<file path="src/virs_consts.svh">
/*
 * Constants for the video input routing and battery-short sense control block.
 * Assumes inclusion by the control module only.
 */
`ifndef VIRS_CONSTS_SVH
`define VIRS_CONSTS_SVH

// ****************************************************************
// Register offsets (printed offsets are not all multiples of four)
// ****************************************************************
`define VIRS_IDX_ROUTING     8'h00
`define VIRS_IDX_SENSE_ONE   8'h5d
`define VIRS_IDX_SENSE_TWO   8'h5e
`define VIRS_IDX_IRQ_STATUS  8'h70
`define VIRS_IDX_IRQ_CLEAR   8'h71
`define VIRS_IDX_IRQ_ENABLE  8'h72
`define VIRS_IDX_ROUTE_STATE 8'h73

// ****************************************************************
// Field positions and reset values
// ****************************************************************
`define VIRS_SEL_MSB         4
`define VIRS_PWR_OFF_BIT     6
`define VIRS_THR_MSB         4
`define VIRS_THR_LSB         2
`define VIRS_RST_SELECT      5'h00
`define VIRS_RST_PWR_OFF     1'h1
`define VIRS_RST_THRESHOLD   3'h3
`define VIRS_SEL_LAST_VALID  5'h11
`define VIRS_SEL_SVIDEO      5'h08
`define VIRS_SEL_COMP        5'h0c
`define VIRS_SEL_DIFF        5'h0e

`endif

</file>
<file path="src/virs_pkg.sv">
/*
 * Types for the video input routing and battery-short sense control block.
 * Assumes the constants header sits in the same folder.
 */
`default_nettype none
package virs_pkg;
    typedef enum logic [2:0] {
        VIRS_FMT_NONE   = 3'b000,
        VIRS_FMT_CVBS   = 3'b001,
        VIRS_FMT_SVIDEO = 3'b010,
        VIRS_FMT_COMP   = 3'b011,
        VIRS_FMT_DIFF   = 3'b100
    } virs_format_e;
endpackage
`default_nettype wire

</file>
<file path="src/virs_control.sv">
/*
 * Input routing select and battery-short sense control, Avalon-MM slave.
 * Assumes synchronous comparator outputs from the analog sense front end.
 */
// Decided for this implementation: the Avalon-MM interface to the registers.
// Behaviour
// [RQ1] Five-bit format select; codes 10010-11111 reserved
// [RQ2] Codes 0-7 route composite on one input
// [RQ3] Codes 8-11 route S-Video on pairs
// [RQ4] Codes 12-13 route component on triples
// [RQ5] Codes 14-17 route differential composite pairs
// [RQ6] Format configures processor; unused channels powered down
// [RQ7] Exceeded threshold flags event, asserts interrupt low
// [RQ8] Status shows which sense pin tripped
// [RQ9] Diagnostics disabled after reset
// [RQ10] First comparator power-off bit, reset one
// [RQ11] First comparator three-bit threshold field
// [RQ12] Software powers comparator before trusting threshold
// [RQ13] Threshold codes 75mV-1.125V, reset code 011
// [RQ14] Second comparator register, same layout
// [RQ15] Reserved code powers everything down, routes nothing
`default_nettype none
`include "virs_consts.svh"

module virs_control
    import virs_pkg::*;
#(
    parameter int INPUTS = 8
) (
    input  wire logic         mclk,
    input  wire logic         reset_n,
    input  wire logic [7:0]   avAddress,
    input  wire logic         avRead,
    input  wire logic         avWrite,
    input  wire logic [31:0]  avWriteData,
    output logic      [31:0]  avReadData,
    output logic              avWaitRequest,
    input  wire logic [1:0]   senseAboveThreshold,
    output logic      [1:0]   sensePowerOff,
    output logic      [5:0]   senseThreshold,
    output logic [INPUTS-1:0] channelPowerOn,
    output logic [INPUTS-1:0] routeToConverter,
    output virs_format_e      processorFormat,
    output logic              interrupt_request_n
);
    // Only the eight-input routing table is built here
    if (INPUTS != 8) begin : gBadInputs
        $error("virs_control serves eight analog inputs only");
    end

    logic [4:0]   inputFormatSelect;
    logic [1:0]   powerOff;
    logic [2:0]   threshold [2];
    logic [1:0]   irqStatus;
    logic [1:0]   irqEnable;
    logic         ackPending;
    logic         takeWrite;
    logic [1:0]   clearHits;
    logic [1:0]   next_irqStatus;
    logic [1:0]   tripEvent;
    logic [INPUTS-1:0] next_route;
    logic [INPUTS-1:0] next_power;
    virs_format_e next_format;
    logic [31:0]  next_readData;

    // ****************************************************************
    // Bus handshake: one wait cycle, answer on the second edge
    // ****************************************************************
    assign takeWrite = avWrite & ackPending;

    always_ff @(posedge mclk or negedge reset_n) begin
        if (!reset_n) begin
            ackPending <= 1'b0;
        end else begin
            ackPending <= (avRead | avWrite) & ~ackPending;
        end
    end

    always_ff @(posedge mclk or negedge reset_n) begin
        if (!reset_n) begin
            avWaitRequest <= 1'b1;
        end else begin
            avWaitRequest <= ~((avRead | avWrite) & ~ackPending);
        end
    end

    // ****************************************************************
    // Configuration registers
    // ****************************************************************
    // [RQ1] format select field
    always_ff @(posedge mclk or negedge reset_n) begin
        if (!reset_n) begin
            inputFormatSelect <= `VIRS_RST_SELECT;
        end else if (takeWrite && avAddress == `VIRS_IDX_ROUTING) begin
            inputFormatSelect <= avWriteData[`VIRS_SEL_MSB:0];
        end
    end

    // ****************************************************************
    // Battery-short sense controls
    // ****************************************************************
    genvar g;
    generate
        for (g = 0; g < 2; g++) begin : gSense
            // [RQ10] [RQ14] power-off bit, reset off
            // [RQ11] [RQ13] threshold field, reset 011
            always_ff @(posedge mclk or negedge reset_n) begin
                if (!reset_n) begin
                    powerOff[g]  <= `VIRS_RST_PWR_OFF;
                    threshold[g] <= `VIRS_RST_THRESHOLD;
                end else if (takeWrite && avAddress == (g == 0 ? `VIRS_IDX_SENSE_ONE
                                                                : `VIRS_IDX_SENSE_TWO)) begin
                    powerOff[g]  <= avWriteData[`VIRS_PWR_OFF_BIT];
                    threshold[g] <= avWriteData[`VIRS_THR_MSB:`VIRS_THR_LSB];
                end
            end
            // [RQ7] [RQ9] [RQ12] trips only when powered
            assign tripEvent[g] = senseAboveThreshold[g] & ~powerOff[g];
        end
    endgenerate

    // ****************************************************************
    // Comparator control pins
    // ****************************************************************
    always_ff @(posedge mclk or negedge reset_n) begin
        if (!reset_n) begin
            sensePowerOff  <= {2{`VIRS_RST_PWR_OFF}};
            senseThreshold <= {2{`VIRS_RST_THRESHOLD}};
        end else begin
            sensePowerOff  <= powerOff;
            senseThreshold <= {threshold[1], threshold[0]};
        end
    end

    // ****************************************************************
    // Interrupt status, clear and enable
    // ****************************************************************
    assign clearHits = (takeWrite && avAddress == `VIRS_IDX_IRQ_CLEAR) ? avWriteData[1:0] : 2'h0;
    assign next_irqStatus = tripEvent | (irqStatus & ~clearHits);

    // [RQ8] sticky per-pin trip; set wins over clear
    always_ff @(posedge mclk or negedge reset_n) begin
        if (!reset_n) begin
            irqStatus <= 2'h0;
        end else begin
            irqStatus <= next_irqStatus;
        end
    end

    // [RQ9] enables reset cleared
    always_ff @(posedge mclk or negedge reset_n) begin
        if (!reset_n) begin
            irqEnable <= 2'h0;
        end else if (takeWrite && avAddress == `VIRS_IDX_IRQ_ENABLE) begin
            irqEnable <= avWriteData[1:0];
        end
    end

    // [RQ7] active-low interrupt pin
    always_ff @(posedge mclk or negedge reset_n) begin
        if (!reset_n) begin
            interrupt_request_n <= 1'b1;
        end else begin
            interrupt_request_n <= ~|(next_irqStatus & irqEnable);
        end
    end

    // ****************************************************************
    // Routing decode
    // ****************************************************************
    always_comb begin
        next_route  = '0;
        next_power  = '0;
        next_format = VIRS_FMT_NONE;
        case (inputFormatSelect)
            // [RQ2] code n on input n+1
            5'h00: begin
                next_format = VIRS_FMT_CVBS;
                next_route  = 8'h01;
            end
            5'h01: begin
                next_format = VIRS_FMT_CVBS;
                next_route  = 8'h02;
            end
            5'h02: begin
                next_format = VIRS_FMT_CVBS;
                next_route  = 8'h04;
            end
            5'h03: begin
                next_format = VIRS_FMT_CVBS;
                next_route  = 8'h08;
            end
            5'h04: begin
                next_format = VIRS_FMT_CVBS;
                next_route  = 8'h10;
            end
            5'h05: begin
                next_format = VIRS_FMT_CVBS;
                next_route  = 8'h20;
            end
            5'h06: begin
                next_format = VIRS_FMT_CVBS;
                next_route  = 8'h40;
            end
            5'h07: begin
                next_format = VIRS_FMT_CVBS;
                next_route  = 8'h80;
            end

            // [RQ3] luma and chroma pair
            `VIRS_SEL_SVIDEO: begin
                next_format = VIRS_FMT_SVIDEO;
                next_route  = 8'h03;
            end
            5'h09: begin
                next_format = VIRS_FMT_SVIDEO;
                next_route  = 8'h0c;
            end
            5'h0a: begin
                next_format = VIRS_FMT_SVIDEO;
                next_route  = 8'h30;
            end
            5'h0b: begin
                next_format = VIRS_FMT_SVIDEO;
                next_route  = 8'hc0;
            end

            // [RQ4] three consecutive inputs
            `VIRS_SEL_COMP: begin
                next_format = VIRS_FMT_COMP;
                next_route  = 8'h07;
            end
            5'h0d: begin
                next_format = VIRS_FMT_COMP;
                next_route  = 8'h38;
            end

            // [RQ5] odd positive, even negative
            `VIRS_SEL_DIFF: begin
                next_format = VIRS_FMT_DIFF;
                next_route  = 8'h03;
            end
            5'h0f: begin
                next_format = VIRS_FMT_DIFF;
                next_route  = 8'h0c;
            end
            5'h10: begin
                next_format = VIRS_FMT_DIFF;
                next_route  = 8'h30;
            end
            `VIRS_SEL_LAST_VALID: begin
                next_format = VIRS_FMT_DIFF;
                next_route  = 8'hc0;
            end

            // [RQ1] [RQ15] reserved codes route nothing
            default: begin
                next_format = VIRS_FMT_NONE;
                next_route  = '0;
            end
        endcase
        // [RQ15] reserved codes leave all off
        // [RQ6] unused channels powered down
        next_power = next_route;
    end

    always_ff @(posedge mclk or negedge reset_n) begin
        if (!reset_n) begin
            routeToConverter <= '0;
            channelPowerOn   <= '0;
            processorFormat  <= VIRS_FMT_NONE;
        end else begin
            routeToConverter <= next_route;
            channelPowerOn   <= next_power;
            // [RQ6] processor follows format
            processorFormat  <= next_format;
        end
    end

    // ****************************************************************
    // Read data; unmapped offsets read zero
    // ****************************************************************
    always_comb begin
        next_readData = 32'h0;
        case (avAddress)
            `VIRS_IDX_ROUTING:     next_readData = {27'h0, inputFormatSelect};
            `VIRS_IDX_SENSE_ONE:   next_readData = {25'h0, powerOff[0], 1'b0, threshold[0], 2'h0};
            `VIRS_IDX_SENSE_TWO:   next_readData = {25'h0, powerOff[1], 1'b0, threshold[1], 2'h0};
            `VIRS_IDX_IRQ_STATUS:  next_readData = {30'h0, irqStatus};
            `VIRS_IDX_IRQ_ENABLE:  next_readData = {30'h0, irqEnable};
            `VIRS_IDX_ROUTE_STATE: next_readData = {21'h0, processorFormat, routeToConverter};
            default:               next_readData = 32'h0;
        endcase
    end

    always_ff @(posedge mclk or negedge reset_n) begin
        if (!reset_n) begin
            avReadData <= 32'h0;
        end else if (avRead & ~ackPending) begin
            avReadData <= next_readData;
        end
    end
endmodule
`default_nettype wire

</file>
<file path="config.mk">
export PLATFORM = sky130hd
export DESIGN_NAME = virs_control
export DESIGN_NICKNAME = d
export VERILOG_FILES = /design/src/virs_pkg.sv /design/src/virs_control.sv
export VERILOG_INCLUDE_DIRS = /design/src
export SDC_FILE = /design/constraint.sdc
export NUM_CORES = 1
export LEC_CHECK = 0
export BUFFER_PORTS_ARGS = -buffer_cell sky130_fd_sc_hd__buf_2
export CAP_MARGIN = 5
export CORE_MARGIN = 5
export CORE_UTILIZATION = 48
export DETAILED_ROUTE_END_ITERATION = 16
export PLACE_DENSITY_LB_ADDON = 0.3
export SETUP_SLACK_MARGIN = 0.4
export SLEW_MARGIN = 20
export SYNTH_ARGS = -nofsm -noshare
export SYNTH_HDL_FRONTEND = slang
export SYNTH_SLANG_ARGS = --single-unit
</file>
<file path="constraint.sdc">
create_clock -name mclk -period 1.7 [get_ports mclk]
set_input_delay 0.34 -clock mclk [delete_from_list [all_inputs] [get_ports mclk]]
set_output_delay 0.34 -clock mclk [all_outputs]
set_load 0.05 [all_outputs]
</file>
Word-level counts from Yosys, hierarchy flattened. Memory sizes are Yosys's and may differ from the RTL's. A register that Yosys moved wholly into a read port is not among the register bits. Index checks and enable logic that the tools add are counted.

Logic and storage cells: 45. Input bits: 46. ROM bits: 352. Memory bits (writable): 0. Latch bits: 0. Memories kept: 1. Register bits after elaboration: 60.

Equality and inequality tests: 6. Reductions and logical operators: 9. Shift-type cells: 0. Div/mod/pow operators: 0. Order comparisons: 0. Bitwise gates (word level): 14. Muxes and demuxes: 2. Add/sub/neg operators: 0. Multiply operators: 0.

Memories: (no name shown) (depth 32, width 11, rd ports 1, clocked after Yosys merged registers in 1, write ports 0, line virs_control.sv:175) `case (inputFormatSelect)`.

Operators by type and width (count): 11-bit one-hot mux with 6 select lines (1); 8-bit by 7-bit equality test with 1-bit output, second input constant (6); 8-bit logical NOT (1); 1-bit bitwise AND (5); 1-bit logical AND (5); 2-bit bitwise AND (2); 1-bit inverter (4); 1-bit logical NOT (2); 2-bit 2-to-1 mux (1); 2-bit inverter (1); 2-bit OR (1); 2-bit OR reduction (1); 1-bit OR (1).

Depth between registers and ports, before layout.
Depth after elaboration: 9. Mapped depth: 6. Depth with buffers taken out: 6.

Worst setup path after synthesis. Ideal clock, no wire load.

Path type: input -> register. Start point: input avAddress[7]. End point: register threshold[2] (netlist name). Path slack: 0.113 ns. Path buffers: 1. Data required time: 1.575 ns. Data arrival time: 1.462 ns. Stages: 5. Path through: nand4bb_1 -> buf_2 -> nor4b_2 -> and2b_1 -> mux2_2.

Word-level cells in the longest chain between the ends: 2.

Ends and longest elaborated chain: from (decl) (line virs_control.sv:32) `input wire logic [7:0] avAddress,`; 8-bit by 7-bit equality test with 1-bit output (line virs_control.sv:111) `` end else if (takeWrite && avAddress == (g == 0 ? `VIRS_IDX_SENSE_ONE ``; 1-bit logical AND (line virs_control.sv:111); to (signal, indexed assignment) (line virs_control.sv:110) `` threshold[g] <= `VIRS_RST_THRESHOLD; ``; to (signal, indexed assignment) (line virs_control.sv:114) `` threshold[g] <= avWriteData[`VIRS_THR_MSB:`VIRS_THR_LSB]; ``; to (decl) (line virs_control.sv:53) `logic [2:0] threshold [2];`.

No other way between the ends. A chain may end at the register's enable or synchronous reset.

==> reports/results.tsv <==
metric	value	unit
status	complete, but fails checks	
failing checks	hold timing	
Setup CP Type	register to register	
GRT Total Usage	17.7	%
CTS clk-pin slew, worst paths	0.09	ns
Post-synth EDFFs	0	
register-to-register setup slack	0.35	ns
Mean Syn Cell Area	11.4	um2
die height	82.1	um
Tmin final	1.35	ns
fin cells	363	
Worst-Skew Late Latency	0.31	ns
Post-DRT Antenna Nets	0	
I/O Buffers	59	
grt met1 use	23.0	%
mapped cell area	2500	um2
DR vias/cell	5.28	
max_cap viols	0	
DRC violations left	0	
number of fill cells	411	
DR iter-0 viols	112	
die width	82.1	um
GR Util met2	29.4	%
crit path launch	inputFormatSelect[1]$_DFFE_PN0P_	
Fmax	742	MHz
Starting Density	49.2	%
Required @ worst endpoint	1.89	ns
CTS tree	yes	
area occupied by multi-input gates	1170	um2
Area after DPL	2840	um2
initial antenna violation count	0	
Static Leak	1.54	nW
Worst setup EP type	register	
largest net degree at the start of global routing	51	
fin crit share	79.3	%
Synth top area share	36.1	%
Peak VDD IR	0.000480	V
CP Cell Sequence	inv_2, ha_2, nand2b_1, o21ai_0, a22oi_1, nor2_1	
post-route cell area	3380	um2
number of setup violations in the final report	0	
Synth Warn #	0	
row count	26	
max-slew violations	0	
Final Hold Fails	2	
post-synthesis sequential area ratio	50.8	%
placed wire-length estimate	4.09	mm
I/O Pins	107	
met3 GRT Util	3.15	%
Mapped Cells	220	
Post-synth ARST share	100	%
total routed wirelength	6.11	mm
core area	5070	um2
Top delay family on crit path	flip-flops	
Sink Count	50	
die footprint	6750	um2
worst r2r src	inputFormatSelect[1]$_DFFE_PN0P_	
Synth area leaders	dfrtp_1 36%, dfstp_2 15%, buf_4 9.0%	
arrival time at the worst endpoint	1.54	ns
DR vias	1915	
Synth cell types	45	
DR WL/cell	16.8	um
Inserted Diodes	0	
CP max-delay cell	dfrtp_2	
Area Growth Syn to Fin	35.4	%
Most Used Layer, Global Route	met2	
worst setup margin	0.352	ns
number of H-tree levels	2	
Post-CTS Hold Fix Bufs	0	
Layout Nets	342	
share of cells above drive strength 1	55.6	%
WHS	-0.00251	ns
HP Class	input pin to asynchronous set/reset pin	
slowest cell delay on critical path	0.44	ns
Seq. cell area	1280	um2
Synth area leader	dfrtp_1	
Max Clock Skew	0.00577	ns
Buf/Inv on CP	1	
CTS root buffer	clkbuf_8	
Overflow after GRT	0	
number of global-route vias before repair	1787	
post-placement setup slack	-0.0684	ns
Clock Tree Buf Depth	2	
synthesized flop and latch total	50	
first-pass GRT wire length	8.87	mm
Worst Setup Start Kind	register	
Top FF cell, synth	dfrtp_1	
commonest non-fill, non-tap cells in the layout	31 x dfrtp_1, 28 x buf_4, 23 x buf_2	
drt first pass iters	4	
worst-path maximum fanout	4	
total CTS buffers	5	
RSZ-0062 raised after global routing	yes	
commonest non-fill, non-tap cell in the layout	dfrtp_1	
Final GP Congestion	0.900	
Power Dens Cells	758	nW/um2
placed instance count	343	
per-layer routing:
layer	up-vias	wire (um)	share of wire [%]
met5	-	0	0
met4	0	145	2.4
met3	12	322	5.3
met2	70	3060	50
met1	949	2580	42
li1	884	-	-
synthesized netlist by cell type (2+ instances only):
cell / count
nor2_1: 9
o21ai_0: 6
ha_1: 4
clkbuf_1: 7
nand3_1: 2
a22o_1: 9
a22oi_1: 4
o22ai_1: 2
nand2_1: 9
a32oi_1: 5
dfrtp_1: 36
o211ai_1: 6
and4_2: 4
nor4_1: 5
nand2b_1: 6
a21oi_1: 7
nand4_1: 2
buf_4: 30
dfstp_2: 14
inv_1: 11
nor2b_1: 2
mux2_2: 17
path summary, 6_finish.rpt:
path,to,depth (start not counted)
worst max-delay path,routeToConverter[3]$_DFF_PN0_,6
worst min-delay path,routeToConverter[2]$_DFF_PN0_,2
worst max register to register,routeToConverter[3]$_DFF_PN0_,6
worst min register to register,sensePowerOff[1]$_DFF_PN1_,0
max in group asynchronous,threshold[4]$_DFFE_PN1P_,2
min in group mclk,powerOff[1]$_DFFE_PN1P_,2
what timing repair did:
action,4_1_cts,5_1_grt
setup endpoints to repair,50,62
gates resized for setup,57,50
pin swaps,5,14
buffers inserted,7,5
where the power goes:
group	leakage [nW]	total, mW	switching, mW	internal (mW)
sequential	0.614	1.27	0.0397	1.23
clock	0.0567	0.788	0.406	0.382
combinational	0.869	0.498	0.348	0.150
kinds of logic (layout without fill, tap and decap cells):
group | after synthesis | after routing | synth area share, %
AO/OA/AOI/OAI | 44 | 44 | 12.6
XOR/XNOR | 1 | 1 | 0.351
adder cells (fa/ha/maj) | 4 | 4 | 2.00
buffers and inverters | 50 | 103 | 12.1
flip-flops | 50 | 50 | 50.8
multiplexers | 17 | 17 | 7.67
other | 1 | 21 | 0.150
AND/OR/NAND/NOR | 53 | 53 | 14.3
final cells by class:
| type | instances | area share, % |
|---|---|---|
| Clock buffer | 6 | 2.78 |
| Clock inverter | 2 | 0.407 |
| Inverter | 11 | 1.30 |
| Multi-Input combinational cell | 140 | 34.6 |
| Sequential cell | 50 | 37.8 |
| Tap cell | 70 | 2.59 |
| Timing Repair Buffer | 84 | 20.5 |
flip-flops by register name (all words and copies together) (netlist names):
register / count
irqStatus: 2
processorFormat: 3
irqEnable: 2
interrupt_request_n: 1
routeToConverter: 8
avReadData: 11
senseThreshold: 6
powerOff: 2
inputFormatSelect: 5
ackPending: 1
threshold: 6
sensePowerOff: 2
avWaitRequest: 1
stage by stage:
| step | hold slack, ns | utilization (%) | setup TNS (ns) | total power, mW |
|---|---|---|---|---|
| finish | -0.00251 | 66.6 | 0 | 2.56 |
| CTS | 0.0145 | 62.6 | 0 | 2.55 |
| floorplan | 0.0444 | - | 0 | 1.63 |
| global placement | 0.343 | 55.9 | -0.171 | 1.71 |
| global route | 0.0274 | 66.6 | 0 | 2.66 |
| detailed placement | 0.347 | 55.9 | -0.338 | 1.71 |
Power figures use the tool's default switching activity.
